==> src/acs_defines.svh <==
// Register offsets, field positions, reset values and functional notes of the converter channel block
// Functional notes
// Condition field selects complete, below, above
// Priority field enables and ranks request
// Request raised while flag set, enabled
// Flag set on completion in complete mode
// Compare modes set flag on condition
// Vector execution clears the flag
// Writing one clears flag, zero keeps
// Signed results in two's complement
// Result split into low, high bytes
// Left adjusted: bits 11:4 high, 3:0 low
// Right adjusted: 11:8 high low nibble
// Right adjusted high nibble sign or zero
// Eight-bit high byte sign or zero
// Low byte holds eight low bits
// Nonzero scan count enables scanning
// Positive input is base plus position
// Position steps, wraps after reaching count
// Scan covers count plus one inputs
// Scan position applies to channel 0
// Software writes zero to reserved bits
// Compare against 16-bit threshold pair
// Four-bit base positive input selection
// Writing scan count restarts position
`ifndef ACS_DEFINES_SVH
`define ACS_DEFINES_SVH

// ****************************************
// Register offsets
// ****************************************
`define ACS_OFF_MUX       4'h1
`define ACS_OFF_IRQ_CTRL  4'h2
`define ACS_OFF_IRQ_FLAGS 4'h3
`define ACS_OFF_VAL_LOW   4'h4
`define ACS_OFF_VAL_HIGH  4'h5
`define ACS_OFF_SCAN      4'h6
`define ACS_OFF_CMP_LOW   4'h8
`define ACS_OFF_CMP_HIGH  4'h9
`define ACS_OFF_MODE      4'ha

// ****************************************
// Field positions and reset values
// ****************************************
`define ACS_IRQ_COND_MSB  3
`define ACS_IRQ_COND_LSB  2
`define ACS_IRQ_PRIO_MSB  1
`define ACS_IRQ_PRIO_LSB  0
`define ACS_FLAG_BIT      0
`define ACS_POSITIVE_INPUT_SELECT_MSB    6
`define ACS_POSITIVE_INPUT_SELECT_LSB    3
`define ACS_SCAN_POS_MSB  7
`define ACS_SCAN_POS_LSB  4
`define ACS_SCAN_CNT_MSB  3
`define ACS_SCAN_CNT_LSB  0
`define ACS_RST_BYTE      8'h00
`define ACS_RST_WORD      16'h0000

`endif

==> src/acs_pkg.sv <==
// Types of the converter channel block
package acs_pkg;

  // Interrupt condition encodings
  typedef enum logic [1:0] {
    ACS_COND_COMPLETE = 2'h0,
    ACS_COND_BELOW    = 2'h1,
    ACS_COND_RSVD     = 2'h2,
    ACS_COND_ABOVE    = 2'h3
  } acs_cond_t;

  // Result formats
  typedef enum logic [1:0] {
    ACS_FMT_RIGHT12 = 2'h0,
    ACS_FMT_LEFT12  = 2'h1,
    ACS_FMT_BIT8    = 2'h2,
    ACS_FMT_RSVD    = 2'h3
  } acs_fmt_t;

endpackage : acs_pkg

==> src/acs_channel.sv <==
// Converter channel: interrupt condition, flag, result formatting and input scan
`timescale 1ns/1ps
`include "acs_defines.svh"

module acs_channel (
  input  wire logic        core_clk,
  input  wire logic        resetn,
  input  wire logic [3:0]  reg_addr,
  input  wire logic [7:0]  reg_wdata,
  input  wire logic        reg_wr,
  input  wire logic        reg_rd,
  output logic      [7:0]  reg_rdata,
  input  wire logic        conv_done,
  input  wire logic [11:0] converted_word,
  input  wire logic        conv_first_channel,
  input  wire logic        irq_vector_ack,
  output logic      [1:0]  irq_request_level,
  output logic      [3:0]  conv_positive_select
);

  // ****************************************
  // Registers
  // ****************************************
  logic [7:0]  irq_ctrl_q;
  logic        flag_q;
  logic [6:3]  mux_q;
  logic [3:0]  scan_pos_q;
  logic [3:0]  scan_cnt_q;
  logic [15:0] cmp_q;
  logic [3:0]  mode_q;
  logic [15:0] value_q;

  acs_pkg::acs_cond_t irq_condition_select;
  acs_pkg::acs_fmt_t  fmt;
  logic [1:0]         irq_priority_level;
  logic               signed_mode;
  logic               diff_mode;
  logic               scan_on;
  logic [15:0]        value_d;
  logic               cond_hit;
  logic               wr_flags;
  logic               wr_scan;
  logic [7:0]         irq_ctrl_d;
  logic               flag_d;
  logic               flag_set;
  logic               flag_clr;
  logic [3:0]         mux_d;
  logic [15:0]        cmp_d;
  logic [3:0]         mode_d;
  logic [3:0]         scan_cnt_d;
  logic [3:0]         scan_pos_d;
  logic               scan_step;
  logic [7:0]         reg_rdata_d;

  // Address decode used by the write paths; the read path decodes in its own case
  function automatic logic reg_hit(input logic [3:0] addr, input logic [3:0] off);
    reg_hit = (addr == off);
  endfunction : reg_hit

  assign irq_condition_select = acs_pkg::acs_cond_t'(irq_ctrl_q[`ACS_IRQ_COND_MSB:`ACS_IRQ_COND_LSB]);
  assign irq_priority_level   = irq_ctrl_d[`ACS_IRQ_PRIO_MSB:`ACS_IRQ_PRIO_LSB];
  assign fmt                  = acs_pkg::acs_fmt_t'(mode_q[1:0]);
  assign signed_mode          = mode_q[2];
  assign diff_mode            = mode_q[3];
  assign scan_on              = (scan_cnt_q != 4'h0);
  assign wr_flags             = reg_wr && reg_hit(reg_addr, `ACS_OFF_IRQ_FLAGS);
  assign wr_scan              = reg_wr && reg_hit(reg_addr, `ACS_OFF_SCAN);

  // Signed compare when in signed mode, else unsigned
  function automatic logic is_below(input logic [15:0] a, input logic [15:0] b, input logic sgn);
    if (sgn) begin
      is_below = $signed(a) < $signed(b);
    end else begin
      is_below = a < b;
    end
  endfunction : is_below

  // ****************************************
  // Result formatting
  // ****************************************
  // Builds the 16-bit value from the raw conversion word
  always_comb begin
    value_d = `ACS_RST_WORD;
    case (fmt)
      acs_pkg::ACS_FMT_LEFT12: begin
        value_d = {converted_word, 4'h0};
      end
      acs_pkg::ACS_FMT_BIT8: begin
        value_d = {{8{signed_mode & converted_word[7]}}, converted_word[7:0]};
      end
      acs_pkg::ACS_FMT_RIGHT12: begin
        value_d = {{4{diff_mode & converted_word[11]}}, converted_word};
      end
      default: begin
        value_d = {4'h0, converted_word};
      end
    endcase
  end

  // Evaluates the selected condition on the fresh result
  always_comb begin
    case (irq_condition_select)
      acs_pkg::ACS_COND_COMPLETE: cond_hit = 1'b1;
      acs_pkg::ACS_COND_BELOW:    cond_hit = is_below(value_d, cmp_q, signed_mode);
      acs_pkg::ACS_COND_ABOVE:    cond_hit = is_below(cmp_q, value_d, signed_mode);
      default:                    cond_hit = 1'b0;
    endcase
  end

  // Result capture
  always_ff @(posedge core_clk or negedge resetn) begin
    if (!resetn) begin
      value_q <= `ACS_RST_WORD;
    end else if (conv_done) begin
      value_q <= value_d;
    end
  end

  // ****************************************
  // Flag and request
  // ****************************************
  // Set and clear sources of this cycle
  assign flag_set = conv_done && cond_hit;
  assign flag_clr = irq_vector_ack || (wr_flags && reg_wdata[`ACS_FLAG_BIT]);

  // Next flag value; a set in the same cycle as a clear wins,
  // so an event that lands beside a clear is never lost
  always_comb begin
    flag_d = flag_q;
    if (flag_set) begin
      flag_d = 1'b1;
    end else if (flag_clr) begin
      flag_d = 1'b0;
    end
  end

  // Event flag register
  always_ff @(posedge core_clk or negedge resetn) begin
    if (!resetn) begin
      flag_q <= 1'b0;
    end else begin
      flag_q <= flag_d;
    end
  end

  // ****************************************
  // Request
  // ****************************************
  // Request follows the next flag and the next priority field, so a
  // priority write or a clear shows on the request in the same cycle
  // as on the registers; a zero priority keeps the request quiet
  always_ff @(posedge core_clk or negedge resetn) begin
    if (!resetn) begin
      irq_request_level <= 2'h0;
    end else if (flag_d) begin
      irq_request_level <= irq_priority_level;
    end else begin
      irq_request_level <= 2'h0;
    end
  end

  // ****************************************
  // Interrupt control
  // ****************************************
  // Next control value; reserved upper bits are held at zero
  always_comb begin
    irq_ctrl_d = irq_ctrl_q;
    if (reg_wr && reg_hit(reg_addr, `ACS_OFF_IRQ_CTRL)) begin
      irq_ctrl_d = {4'h0, reg_wdata[3:0]};
    end
  end

  // Control register
  always_ff @(posedge core_clk or negedge resetn) begin
    if (!resetn) begin
      irq_ctrl_q <= `ACS_RST_BYTE;
    end else begin
      irq_ctrl_q <= irq_ctrl_d;
    end
  end

  // ****************************************
  // Base positive selection
  // ****************************************
  // Next base selection; the negative input field is not kept here
  always_comb begin
    mux_d = mux_q;
    if (reg_wr && reg_hit(reg_addr, `ACS_OFF_MUX)) begin
      mux_d = reg_wdata[`ACS_POSITIVE_INPUT_SELECT_MSB:`ACS_POSITIVE_INPUT_SELECT_LSB];
    end
  end

  // Base selection register
  always_ff @(posedge core_clk or negedge resetn) begin
    if (!resetn) begin
      mux_q <= 4'h0;
    end else begin
      mux_q <= mux_d;
    end
  end

  // ****************************************
  // Compare threshold
  // ****************************************
  // Next threshold, written one byte at a time; there is no staging
  // register, so software sees a half-written value between the writes
  always_comb begin
    cmp_d = cmp_q;
    if (reg_wr && reg_hit(reg_addr, `ACS_OFF_CMP_LOW)) begin
      cmp_d[7:0] = reg_wdata;
    end
    if (reg_wr && reg_hit(reg_addr, `ACS_OFF_CMP_HIGH)) begin
      cmp_d[15:8] = reg_wdata;
    end
  end

  // Threshold register
  always_ff @(posedge core_clk or negedge resetn) begin
    if (!resetn) begin
      cmp_q <= `ACS_RST_WORD;
    end else begin
      cmp_q <= cmp_d;
    end
  end

  // ****************************************
  // Result mode
  // ****************************************
  // Next format, signed and differential bits
  always_comb begin
    mode_d = mode_q;
    if (reg_wr && reg_hit(reg_addr, `ACS_OFF_MODE)) begin
      mode_d = reg_wdata[3:0];
    end
  end

  // Mode register; a conversion in the write cycle uses the old mode
  always_ff @(posedge core_clk or negedge resetn) begin
    if (!resetn) begin
      mode_q <= 4'h0;
    end else begin
      mode_q <= mode_d;
    end
  end

  // ****************************************
  // Input scan
  // ****************************************
  // Only conversions on the first channel move the scan
  assign scan_step = conv_done && conv_first_channel && scan_on;

  // Next scan count
  always_comb begin
    scan_cnt_d = scan_cnt_q;
    if (wr_scan) begin
      scan_cnt_d = reg_wdata[`ACS_SCAN_CNT_MSB:`ACS_SCAN_CNT_LSB];
    end
  end

  // Scan count register
  always_ff @(posedge core_clk or negedge resetn) begin
    if (!resetn) begin
      scan_cnt_q <= 4'h0;
    end else begin
      scan_cnt_q <= scan_cnt_d;
    end
  end

  // Next position; a count write restarts the scan at the base,
  // otherwise the position steps and wraps after reaching the count
  always_comb begin
    scan_pos_d = scan_pos_q;
    if (wr_scan) begin
      scan_pos_d = 4'h0;
    end else if (scan_step) begin
      if (scan_pos_q == scan_cnt_q) begin
        scan_pos_d = 4'h0;
      end else begin
        scan_pos_d = scan_pos_q + 4'h1;
      end
    end
  end

  // Scan position register
  always_ff @(posedge core_clk or negedge resetn) begin
    if (!resetn) begin
      scan_pos_q <= 4'h0;
    end else begin
      scan_pos_q <= scan_pos_d;
    end
  end

  // ****************************************
  // Positive input selection
  // ****************************************
  // Built from the values about to stand, so the pin follows a base or
  // scan write in the same cycle; the sum wraps in four bits
  always_ff @(posedge core_clk or negedge resetn) begin
    if (!resetn) begin
      conv_positive_select <= 4'h0;
    end else if (scan_cnt_d != 4'h0) begin
      conv_positive_select <= mux_d + scan_pos_d;
    end else begin
      conv_positive_select <= mux_d;
    end
  end

  // ****************************************
  // Read data
  // ****************************************
  // Addressed register contents; unmapped offsets read zero
  always_comb begin
    reg_rdata_d = `ACS_RST_BYTE;
    case (reg_addr)
      `ACS_OFF_MUX:       reg_rdata_d = {1'b0, mux_q, 3'h0};
      `ACS_OFF_IRQ_CTRL:  reg_rdata_d = irq_ctrl_q;
      `ACS_OFF_IRQ_FLAGS: reg_rdata_d = {7'h00, flag_q};
      `ACS_OFF_VAL_LOW:   reg_rdata_d = value_q[7:0];
      `ACS_OFF_VAL_HIGH:  reg_rdata_d = value_q[15:8];
      `ACS_OFF_SCAN:      reg_rdata_d = {scan_pos_q, scan_cnt_q};
      `ACS_OFF_CMP_LOW:   reg_rdata_d = cmp_q[7:0];
      `ACS_OFF_CMP_HIGH:  reg_rdata_d = cmp_q[15:8];
      `ACS_OFF_MODE:      reg_rdata_d = {4'h0, mode_q};
      default:            reg_rdata_d = `ACS_RST_BYTE;
    endcase
  end

  // Read data stands for the one cycle after the strobe and is zero
  // otherwise, so the bus can OR several slaves without a select
  always_ff @(posedge core_clk or negedge resetn) begin
    if (!resetn) begin
      reg_rdata <= `ACS_RST_BYTE;
    end else if (reg_rd) begin
      reg_rdata <= reg_rdata_d;
    end else begin
      reg_rdata <= `ACS_RST_BYTE;
    end
  end

endmodule : acs_channel

==> config.mk <==
export PLATFORM = sky130hd
export DESIGN_NAME = acs_channel
export DESIGN_NICKNAME = d
export VERILOG_FILES = /design/src/acs_pkg.sv /design/src/acs_channel.sv
export VERILOG_INCLUDE_DIRS = /design/src /design/src/src
export SDC_FILE = /design/constraint.sdc
export NUM_CORES = 1
export LEC_CHECK = 0
export BUFFER_PORTS_ARGS = -buffer_cell sky130_fd_sc_hd__buf_4
export CAP_MARGIN = 20
export CELL_PAD_IN_SITES_DETAIL_PLACEMENT = 0
export CELL_PAD_IN_SITES_GLOBAL_PLACEMENT = 1
export CORE_MARGIN = 4
export CORE_UTILIZATION = 42
export DETAILED_ROUTE_END_ITERATION = 6
export PLACE_DENSITY = 0.82
export SYNTH_ARGS = -nofsm -noshare
export SYNTH_HDL_FRONTEND = slang
export SYNTH_SLANG_ARGS = --single-unit
==> constraint.sdc <==
create_clock -name core_clk -period 3.1 [get_ports core_clk]
set_clock_uncertainty 0.2 [all_clocks]
set_input_delay 0.31 -clock core_clk [delete_from_list [all_inputs] [get_ports core_clk]]
set_output_delay 0.31 -clock core_clk [all_outputs]
set_load 0.01 [all_outputs]
* Word-level counts from Yosys, hierarchy flattened
Cells that the tools add are included.
** Storage, ports and cells
- Bits in registers :: 67
- Bits of input ports :: 31
- Output and inout port bits :: 14
- Logic and storage cells :: 67
** Cells by class
- Add/sub/neg operators :: 2
- Order comparisons :: 4
- Eq/ne operators :: 14
- Mux-type cells :: 16
- Bitwise gates (word level) :: 2
- Reductions and logical operators :: 16
** Operators by type and width (number)
- 8-bit one-hot mux with 9 select lines :: 1
- 16-bit less-than comparator :: 4
- 16-bit one-hot mux with 3 select lines :: 1
- 4-bit two-way mux :: 6
- 4-bit by 3-bit == test with 1-bit output, second input constant :: 3
- 4-bit == test, second input constant :: 3
- 1-bit logical AND :: 11
- 4-bit by 2-bit == test with 1-bit output, second input constant :: 2
- 8-bit two-way mux :: 1
- 4-bit nonzero test :: 2
- 4-bit by 1-bit adder with 4-bit output, second input constant :: 1
- 4-bit adder :: 1
- 2-bit by 1-bit == test with 1-bit output, second input constant :: 2
- 2-bit == test, second input constant :: 2
- 4-bit by 1-bit == test with 1-bit output, second input constant :: 1
- 4-bit == test :: 1
- 2-bit logical NOT :: 2
- 1-bit two-way mux :: 4
- 2-bit two-way mux :: 2
- 1-bit one-hot mux with 3 select lines :: 1
- 1-bit bitwise AND :: 2
- 1-bit logical OR :: 1

* Depth between registers and ports, before layout
Gate-level depths: netlist of the first run.
- Word-level depth :: 8
- Mapped depth :: 13
- Mapped depth without buffers :: 12

* Worst setup path before layout of the first run
No wires, ideal clock.
- Path type :: reg2reg
- Start :: reg mode_q[0]
- End :: reg irq_request_level[0]
- Setup time :: 129 ps
- Data arrival time :: 2756 ps
- Required time :: 2771 ps
- Path slack :: 16 ps
- Stages on the path, launching flop included :: 13
- Path buffers :: 2
- Clock period less this slack :: 3084 ps
- Path through :: dfrtp_1 > buf_4 > nand2b_4 > clkbuf_1 > mux2i_1 > inv_1 > ha_1 > a21oi_1 > nor2b_2 > o31a_1 > or4b_1 > o22ai_2 > nor3b_1
** Between the ends
- Longest elaborated chain between the ends :: 8
- Elaborated cells on any way between the ends :: 14
- Those cells by class :: order compare: 4; eq/ne: 2; mux: 6; reduce/logical: 2
** RTL lines
- start: declaration :: line acs_channel.sv:30 : logic [3:0] mode_q;
- start signal: assignment :: line acs_channel.sv:242 : mode_q <= mode_d;
- 2-bit == test, or another cell as far along :: line acs_channel.sv:84 : case (fmt)
- 16-bit one-hot mux with 3 select lines (*) :: line acs_channel.sv:84
- net value_d[6] :: line acs_channel.sv:39 : logic [15:0] value_d;
- 16-bit less-than comparator (on tied branches) :: line acs_channel.sv:74, acs_channel.sv:72
- 1-bit two-way mux :: line acs_channel.sv:71 : if (sgn) begin
- 1-bit one-hot mux with 3 select lines (*) :: line acs_channel.sv:102 : case (irq_condition_select)
- 1-bit logical AND (*) :: line acs_channel.sv:123 : assign flag_set = conv_done && cond_hit;
- 1-bit two-way mux (*) :: line acs_channel.sv:130 : if (flag_set) begin
- 2-bit two-way mux (*) :: line acs_channel.sv:155 : end else if (flag_d) begin
- end signal: assignment :: line acs_channel.sv:156 : irq_request_level <= irq_priority_level;
- end: declaration :: line acs_channel.sv:17 : output logic [1:0] irq_request_level,
The timed path passes the listed nets; every way through them passes the cells marked *.
A chain may end at the register's enable or synchronous reset.

* Final worst setup path of the first run
- Start :: reg mode_q[1]
- End :: reg irq_request_level[0]
The elaborated chain is that of the path after synthesis.

==> qor.yml, run 1 <==
crit_path_max_incr_delay_ns: 0.55
use_met3_pct: 3.88
portBuffers: 44
cts_tree: "built"
cts_sinks: 67
synth-xor-area-share_pct: 1.81
drt_pass1_iterations: 5
min_path_type: "in2reg"
cp-end-kind: "flip-flop"
synth_seq_cells: 67
synth.area.mux_share_pct: 13.3
worst-setup-path-type: "reg2reg"
p_per_area_nw_per_um2: 711
syn_avg_cell_area_um2: 9.67
synth-adder-area-share_pct: 10.5
cts_root_buf: "clkbuf_8"
fin_crit_ns: 3.05
ir_worst_vdd_v: 0.000398
grt_overflow: 0
numCtsBuffers: 9
hpwl_um: 9430
synthArstFlopShare_pct: 100
fin_crit_sh_pct: 98.2
synth_commonest_cells: "dfrtp_1 (67), inv_1 (39), mux2_2 (39)"
gr-usage-met1_pct: 30.3
grt_pass1_vias: 3658
gp_congestion: 0.948
yosys_warnings: 0
clock_latency_ns: 0.35
setup_violations: 0
n_antenna_cell: 0
finalMaxSlewViolations: 0
initial_core_util_pct: 43.8
finalNetCount: 595
met2_usage_pct: 35.4
htreeDepth: 3
grt.total_usage_pct: 21.9
syn_nets: 518
io_pins: 45
arrival_ns: 3.07
die_w_um: 110
cp_cell_sequence: "nand2b_4, and2_4, ha_1, a21o_1, a221oi_4, nor4b_4, buf_4, or4b_4, o22ai_4, nor3b_2"
yosysSeqAreaShare_pct: 38.4
rsz0062_at_grt: "true"
die_h_um: 110
hold_viol_final: 0
num_vias: 3707
drive_above_1_share_pct: 35.3
worstPathMaxFanout: 8
relSlewSlack_pct: 41.9
busiest_layer: "met2"
fmax_mhz: 328
clockBufferDepth: 2
first_iter_violations: 248
critPathLaunchType: "flip-flop"
synth-edff-count: 0
synthFlopType: "dfrtp_1"
crit_path_top_delay_cell: "or4b_4"
yosysUniqueCellTypes: 65
synth_cells: 451
holdWs_ns: 0.0222
critical_path_buf_inv_count: 1
synth_area_um2: 4360
grt_pass1_wl_um: 19700
finalPower_mw: 4.01
run_status: "finished clean"
synth-simple-area-share_pct: 16.1
yosysTopAreaCell: "dfrtp_1"
syn_to_final_growth_pct: 29.5
worst_pin_slew_ns: 0.872
totalWireLength_um: 12800
power_leakage_nw: 2.63
cap_violations: 0
required_ns: 3.13
drt.antenna.violating_nets: 0
drc: 0
clk_pin_slew_worst_paths_ns: 0.08
coreArea_um2: 9950
cpLargestDelayFamily: "simple AND/OR/NAND/NOR gates"
synth_top_family_by_area: "simple AND/OR/NAND/NOR gates"
dieArea_um2: 12100
grt_max_degree: 68
wl_per_cell_um: 19.3
netlist_top_cells_area: "dfrtp_1 (38%), mux2_2 (10%), ha_1 (10%)"
fin_setup_tns_ns: 0
antenna_found_initial: 0
synth_compound_area_share_pct: 14.8
viasPerCell: 5.57
rows: 36
netlist.area_leader.share_pct: 38.4
yosysMostFrequentCell: "dfrtp_1"
## kinds of logic (layout without fill, tap and decap cells)
| logic type | count (synthesis) | count (layout) |
|---|---|---|
| and+or+nand+nor | 133 | 134 |
| AOI/OAI and AO/OA | 96 | 96 |
| buffers and inverters | 57 | 138 |
| DFF | 67 | 67 |
| xor gates and xnor gates | 9 | 9 |
| adders and majority gates | 36 | 36 |
| muxes | 53 | 53 |
## power breakdown
group / internal (mW) / switching, mW / leakage [nW]
logic: 0.850 / 0.878 / 1.67
registers: 1.09 / 0.218 / 0.832
clock network: 0.619 / 0.361 / 0.127
total: 2.56 / 1.46 / 2.63
## worst register-to-register path, stage by stage (launching register included)
cell and delay [ns]:
dfrtp_2 0.47, nand2b_4 0.19, and2_4 0.18, ha_1 0.31, a21o_1 0.23, a221oi_4 0.33
nor4b_4 0.09, buf_4 0.17, or4b_4 0.55, o22ai_4 0.16, nor3b_2 0.07
## routing by layer
metal	routed length (um)	up-vias	share of wire, %
met3	825	10	6.4
met2	6250	129	49
met4	151	0	1.2
met5	0	-	0
li1	-	1748	-
met1	5600	1820	44
## path summary, 6_finish.rpt
check,start,endpoint,slack [ns],cells after the start
worst max-delay path,mode_q[1]$_DFFE_PN0P_,irq_request_level[0]$_DFF_PN0_,0.05,10
worst min-delay path,reg_wdata[6],cmp_q[6]$_DFFE_PN0P_,0.02,2
worst max register to register,mode_q[1]$_DFFE_PN0P_,irq_request_level[0]$_DFF_PN0_,0.05,10
worst min register to register,value_q[4]$_DFFE_PN0P_,value_q[4]$_DFFE_PN0P_,0.31,1
max in group asynchronous,resetn,mode_q[1]$_DFFE_PN0P_,1.65,2
min in group asynchronous,resetn,reg_rdata[7]$_DFF_PN0_,0.40,2
## cells in the final DEF, fill, tap and decap left out, types with 9 or more instances in the layout
cell type  instances
inv_1             39
mux2_2            39
nor2_1            32
a21oi_2           12
clkbuf_8           9
nand3_1            9
dfrtp_1           65
nand2_1           37
ha_1              30
mux2i_1           11
buf_4             78
a21oi_1           19
## registers in the layout, summed over array words and instances (netlist names)
signal and cells:
scan_cnt_q 4, mode_q 4, conv_positive_select 4, value_q 16, irq_request_level 2, scan_pos_q 4
flag_q 1, cmp_q 16, reg_rdata 8, irq_ctrl_q 4, mux_q 4
## timing repair
item / CTS / global route
endpoints found under the hold margin: 70 / 0
cloned: 0 / 1
buffers inserted: 0 / 4
pin swaps: 1 / 17
hold buffers: 3 / 0
setup endpoints to repair: 3 / 4
resized for setup: 5 / 52
## final cells by class
type	instances	area, um^2
clock buffers	10	128
clock inverters	6	136
fillers	874	4310
inverters	39	146
multi-input cells	328	2750
flip-flops and latches	67	1680
well taps	133	166
repair buffers	83	647
## stage by stage
step / setup slack, ns / area, um^2 / utilization, % / std cells
final: 0.0547 / 5650 / 56.7 / 666
after floorplan: 0.0155 / 4360 / - / 451
after global placement: -0.145 / 5030 / 50.5 / 643
after CTS: 0.0305 / 5340 / 53.7 / 662
after global routing: -0.0842 / 5650 / 56.7 / 666
after detailed placement: -0.192 / 5030 / 50.5 / 643
Note: power is estimated with default switching activity, not from simulation.
==> run 2: changes to the inputs <==
--- a/config.mk
+++ b/config.mk
@@ -11,9 +11,9 @@
 export CELL_PAD_IN_SITES_DETAIL_PLACEMENT = 0
 export CELL_PAD_IN_SITES_GLOBAL_PLACEMENT = 1
 export CORE_MARGIN = 4
-export CORE_UTILIZATION = 42
+export CORE_UTILIZATION = 46
 export DETAILED_ROUTE_END_ITERATION = 6
-export PLACE_DENSITY = 0.82
+export PLACE_DENSITY = 0.85
 export SYNTH_ARGS = -nofsm -noshare
 export SYNTH_HDL_FRONTEND = slang
 export SYNTH_SLANG_ARGS = --single-unit
==> constraint.sdc (replaced) <==
create_clock -name core_clk -period 3.3 [get_ports core_clk]
set_clock_uncertainty 0.2 [all_clocks]
set_input_delay 0.33 -clock core_clk [delete_from_list [all_inputs] [get_ports core_clk]]
set_output_delay 0.33 -clock core_clk [all_outputs]
set_load 0.01 [all_outputs]
==> qor.yml, run 2 (synthesis results as in run 1) <==
cp_cell_sequence: "nand3b_1, a21oi_2, a21oi_1, a21oi_1, ha_1, a21oi_1, nor2_1, a211o_1, or4_1, a2bb2oi_2, nor3b_1"  # was nand2b_4, and2_4, ha_1, a21o_1, a221oi_4, nor4b_4, buf_4, or4b_4, o22ai_4, nor3b_2
cap_violations: 0  # unchanged
die_w_um: 105  # was 110 um
cts_sinks: 67  # unchanged
post_cts_buffers: 0  # unchanged
die_h_um: 105  # was 110 um
rsz0062_at_grt: "false"  # was true
crit_path_top_delay_cell: "or4_1"  # was or4b_4
finalPower_mw: 3.11  # was 4.01 mW
required_ns: 3.32  # was 3.13 ns
totalWireLength_um: 11700  # was 12800 um
critPathLaunchType: "flip-flop"  # unchanged
finalInstanceArea_um2: 5110  # was 5650 um^2
viasPerCell: 5.61  # was 5.57
n_antenna_cell: 0  # unchanged
grt_pass1_vias: 3439  # was 3658
grt.total_usage_pct: 21.6  # was 21.9%
layout_common_cells: "dfrtp_1 (66), buf_4 (63), inv_1 (39), mux2_2 (39), nand2_1 (37)"  # was buf_4 (78), dfrtp_1 (65), inv_1 (39), mux2_2 (39), nand2_1 (37)
finalNetCount: 575  # was 595
initial_core_util_pct: 47.2  # was 43.8%
numCtsBuffers: 9  # unchanged
antenna_found_initial: 0  # unchanged
io_pins: 45  # unchanged
dp.cells: 625  # was 643
first_iter_violations: 255  # was 248
clockBufferDepth: 2  # unchanged
worst-setup-path-type: "reg2reg"  # unchanged
drive_above_1_share_pct: 26.1  # was 35.3%
setup_violations: 0  # unchanged
arrival_ns: 3.15  # was 3.07 ns
rows: 35  # was 36
gp_congestion: 0.880  # was 0.948
run_status: "finished clean"  # unchanged
cp-end-kind: "flip-flop"  # unchanged
wl_per_cell_um: 18.2  # was 19.3 um
drt_pass1_iterations: 5  # unchanged
holdWs_ns: 0.0404  # was 0.0222 ns
min_path_type: "in2reg"  # unchanged
place_area_um2: 4920  # was 5030 um^2
final_cells: 642  # was 666
worstPathMaxFanout: 10  # was 8
syn_to_final_growth_pct: 17.0  # was 29.5%
portBuffers: 44  # unchanged
hold_viol_final: 0  # unchanged
layout_setup_ws_ns: 0.176  # was 0.0547 ns
cts_tree: "built"  # unchanged
place_ws_ns: 0.0257  # was -0.192 ns
num_vias: 3600  # was 3707
fin_crit_ns: 3.12  # was 3.05 ns
grt_max_degree: 68  # unchanged
reg.largest.list: "cmp_q x16, value_q x16, reg_rdata x8"  # unchanged
grt_pass1_wl_um: 18500  # was 19700 um
drc: 0  # unchanged
worst_pin_slew_ns: 0.859  # was 0.872 ns
crit_path_frequent_cell: "a21oi_1"
clock_latency_ns: 0.35  # about the same
grt_overflow: 0  # unchanged
coreArea_um2: 9240  # was 9950 um^2
critical_path_buf_inv_count: 0  # was 1
relSlewSlack_pct: 42.7  # was 41.9%
power_leakage_nw: 2.44  # was 2.63 nW
cts_root_buf: "clkbuf_8"  # unchanged
fmax_mhz: 320  # was 328 MHz
dieArea_um2: 11100  # was 12100 um^2
cpLargestDelayFamily: "compound AO/OA/AOI/OAI gates"  # was simple AND/OR/NAND/NOR gates
finalMaxSlewViolations: 0  # unchanged
hpwl_um: 9000  # was 9430 um
p_per_area_nw_per_um2: 609  # was 711 nW/um^2
fin_crit_sh_pct: 94.7  # was 98.2%
utilization_pct: 55.3  # was 56.7%
htreeDepth: 3  # unchanged
clk_pin_slew_worst_paths_ns: 0.08  # about the same
layout_commonest_cell: "dfrtp_1"  # was buf_4
ir_worst_vdd_v: 0.000241  # was 0.000398 V
drt.antenna.violating_nets: 0  # unchanged
crit_path_max_incr_delay_ns: 0.49  # was 0.55 ns
fin_setup_tns_ns: 0  # unchanged
-- run 2: worst paths after layout --
check	from	to	slack, ns	depth (start not counted)
setup / recovery	mode_q[1]$_DFFE_PN0P_	irq_request_level[1]$_DFF_PN0_	0.18	11
hold / removal	reg_wdata[4]	cmp_q[12]$_DFFE_PN0P_	0.04	2
setup reg to reg	mode_q[1]$_DFFE_PN0P_	irq_request_level[1]$_DFF_PN0_	0.18	11
hold reg to reg	value_q[15]$_DFFE_PN0P_	value_q[15]$_DFFE_PN0P_	0.32	1
max in group asynchronous	resetn	mode_q[1]$_DFFE_PN0P_	1.85	2
min in group asynchronous	resetn	conv_positive_select[2]$_DFF_PN0_	0.41	2
-- run 2: layout make-up --
type	count	area, um^2
fillers	852	4130
multi-input cells	327	2480
flip-flops and latches	67	1680
repair buffers	64	483
well taps	129	161
inverters	39	146
clock buffers	11	131
clock inverters	5	30.0
-- run 2: power by group --
group | total (mW) | switching, mW | internal (mW) | leakage [nW]
Clock | 0.597 | 0.327 | 0.269 | 0.0791
Combinational | 1.28 | 0.658 | 0.620 | 1.53
Sequential | 1.23 | 0.211 | 1.02 | 0.833
-- run 2: metal layers --
metal	vias up	track usage [%]	wire, um
li1	1702	-	-
met1	1747	30.9	5360
met2	130	33.6	5450
met3	21	3.67	683
met4	0	6.00	220
met5	-	0	0
-- run 2: repair_timing --
item / CTS / global route
setup endpoints to repair: 0 / 3
endpoints found under the hold margin: 67 / 0
hold buffers: 1 / 0
resized for setup: 0 / 4
==> run 3: changes to the inputs <==
--- a/config.mk
+++ b/config.mk
@@ -14,6 +14,7 @@
 export CORE_UTILIZATION = 46
 export DETAILED_ROUTE_END_ITERATION = 6
 export PLACE_DENSITY = 0.85
+export SETUP_SLACK_MARGIN = 0.5
 export SYNTH_ARGS = -nofsm -noshare
 export SYNTH_HDL_FRONTEND = slang
 export SYNTH_SLANG_ARGS = --single-unit
==> qor.yml, run 3 (synthesis results as in run 1) <==
initial_core_util_pct: 47.2  # unchanged
htreeDepth: 3  # unchanged
place_area_um2: 5000  # was 4920 um^2
grt_pass1_vias: 3584  # was 3439
num_vias: 3789  # was 3600
arrival_ns: 3.13  # was 3.15 ns
grt_max_degree: 68  # unchanged
rows: 35  # unchanged
grt.total_usage_pct: 22.5  # was 21.6%
finalNetCount: 596  # was 575
gp_congestion: 0.891  # was 0.880
run_status: "finished clean"  # unchanged
cts_tree: "built"  # unchanged
viasPerCell: 5.71  # was 5.61
cap_violations: 0  # unchanged
cts_sinks: 67  # unchanged
finalPower_mw: 3.70  # was 3.11 mW
fin_crit_sh_pct: 94.1  # was 94.7%
portBuffers: 44  # unchanged
rsz0062_at_grt: "true"  # was false
coreArea_um2: 9240  # unchanged
grt_overflow: 0  # unchanged
relSlewSlack_pct: 43.9  # was 42.7%
layout_setup_ws_ns: 0.194  # was 0.176 ns
numCtsBuffers: 9  # unchanged
cts_root_buf: "clkbuf_8"  # unchanged
fmax_mhz: 322  # was 320 MHz
dp.cells: 621  # was 625
die_w_um: 105  # unchanged
worst_pin_slew_ns: 0.842  # was 0.859 ns
wl_per_cell_um: 19.1  # was 18.2 um
reg2reg_slack_ns: 0.19  # was 0.18 ns
min_path_type: "in2reg"  # unchanged
required_ns: 3.32  # about the same
hpwl_um: 9130  # was 9000 um
clockBufferDepth: 2  # unchanged
drive_above_1_share_pct: 39.3  # was 26.1%
cp-end-kind: "flip-flop"  # unchanged
die_h_um: 105  # unchanged
p_per_area_nw_per_um2: 647  # was 609 nW/um^2
syn_to_final_growth_pct: 31.1  # was 17.0%
first_iter_violations: 214  # was 255
drt_pass1_iterations: 5  # unchanged
setup_violations: 0  # unchanged
drc: 0  # unchanged
fin_crit_ns: 3.11  # was 3.12 ns
totalWireLength_um: 12700  # was 11700 um
worst-setup-path-type: "reg2reg"  # unchanged
ir_worst_vdd_v: 0.000405  # was 0.000241 V
fin_setup_tns_ns: 0  # unchanged
reg.largest.list: "cmp_q x16, value_q x16, reg_rdata x8"  # unchanged
worstPathMaxFanout: 5  # was 10
power_leakage_nw: 2.62  # was 2.44 nW
layout_commonest_cell: "buf_4"  # was dfrtp_1
io_pins: 45  # unchanged
finalInstanceArea_um2: 5720  # was 5110 um^2
place_ws_ns: 0.0245  # was 0.0257 ns
drt.antenna.violating_nets: 0  # unchanged
clk_pin_slew_worst_paths_ns: 0.08  # about the same
dieArea_um2: 11100  # unchanged
n_antenna_cell: 0  # unchanged
antenna_found_initial: 0  # unchanged
critPathLaunchType: "flip-flop"  # unchanged
layout_common_cells: "buf_4 (79), dfrtp_1 (64), mux2_2 (38)"  # was dfrtp_1 (66), buf_4 (63), inv_1 (39), mux2_2 (39), nand2_1 (37)
finalMaxSlewViolations: 0  # unchanged
clock_latency_ns: 0.35  # about the same
final_cells: 663  # was 642
grt_pass1_wl_um: 19300  # was 18500 um
hold_viol_final: 0  # unchanged
-- run 3: metal layers --
| layer | GRT usage [%] | vias to the layer above | share of wire (%) | wire, um |
|---|---|---|---|---|
| met4 | 7.31 | 0 | 2.3 | 289 |
| li1 | - | 1747 | - | - |
| met1 | 31.1 | 1882 | 43 | 5420 |
| met5 | 0 | - | 0 | 0 |
| met3 | 3.67 | 24 | 5.6 | 711 |
| met2 | 36.1 | 136 | 49 | 6250 |
-- run 3: through the flow --
step,util (%),hold slack (ns)
2_1_floorplan,-,-0.166
3_3_place_gp,54.2,0.279
3_5_place_dp,54.2,0.284
4_1_cts,59.1,0.0149
5_1_grt,61.9,0.0142
6_report,61.9,0.0283
-- run 3: critical path: stages, from the launching register on --
cell       delay [ns]
dfrtp_2          0.45
buf_6            0.13
nand3b_1         0.19
a21oi_4          0.23
a21oi_2          0.06
a21oi_2          0.20
ha_4             0.25
nand4_2          0.12
nor2_2           0.06
buf_4            0.14
o31a_1           0.15
buf_4            0.16
nor4_4           0.36
a2bb2oi_4        0.21
nor3b_2          0.06
-- run 3: power by group --
group	switching (mW)	leakage [nW]	internal, mW
registers	0.210	0.830	1.02
clock network	0.314	0.113	0.466
logic	0.830	1.67	0.858
total	1.35	2.62	2.35
-- run 3: what timing repair did --
action / in CTS / in global routing
pin swaps: 12 / 21
hold buffers: 1 / 0
hold endpoints to repair: 67 / 0
resized for setup: 29 / 33
setup endpoints to repair: 4 / 5
setup buffers: 12 / 13
-- run 3: path summary, 6_finish.rpt --
kind / startpoint / endpoint / cells after the start
max in group asynchronous: resetn / scan_cnt_q[3]$_DFF_PN0_ / 2
hold / removal: reg_wdata[7] / cmp_q[15]$_DFFE_PN0P_ / 2
hold reg to reg: value_q[12]$_DFFE_PN0P_ / value_q[12]$_DFFE_PN0P_ / 1
min in group asynchronous: resetn / conv_positive_select[3]$_DFF_PN0_ / 2
setup / recovery: mode_q[1]$_DFFE_PN0P_ / irq_request_level[0]$_DFF_PN0_ / 14
setup reg to reg: mode_q[1]$_DFFE_PN0P_ / irq_request_level[0]$_DFF_PN0_ / 14
-- run 3: final cells by class --
type	count	area (um^2)
Timing Repair Buffer	85	659
Sequential cell	67	1680
Tap cell	129	161
Inverter	39	146
Clock buffer	12	155
Fill cell	761	3520
Clock inverter	4	72.6
Multi-Input combinational cell	327	2850
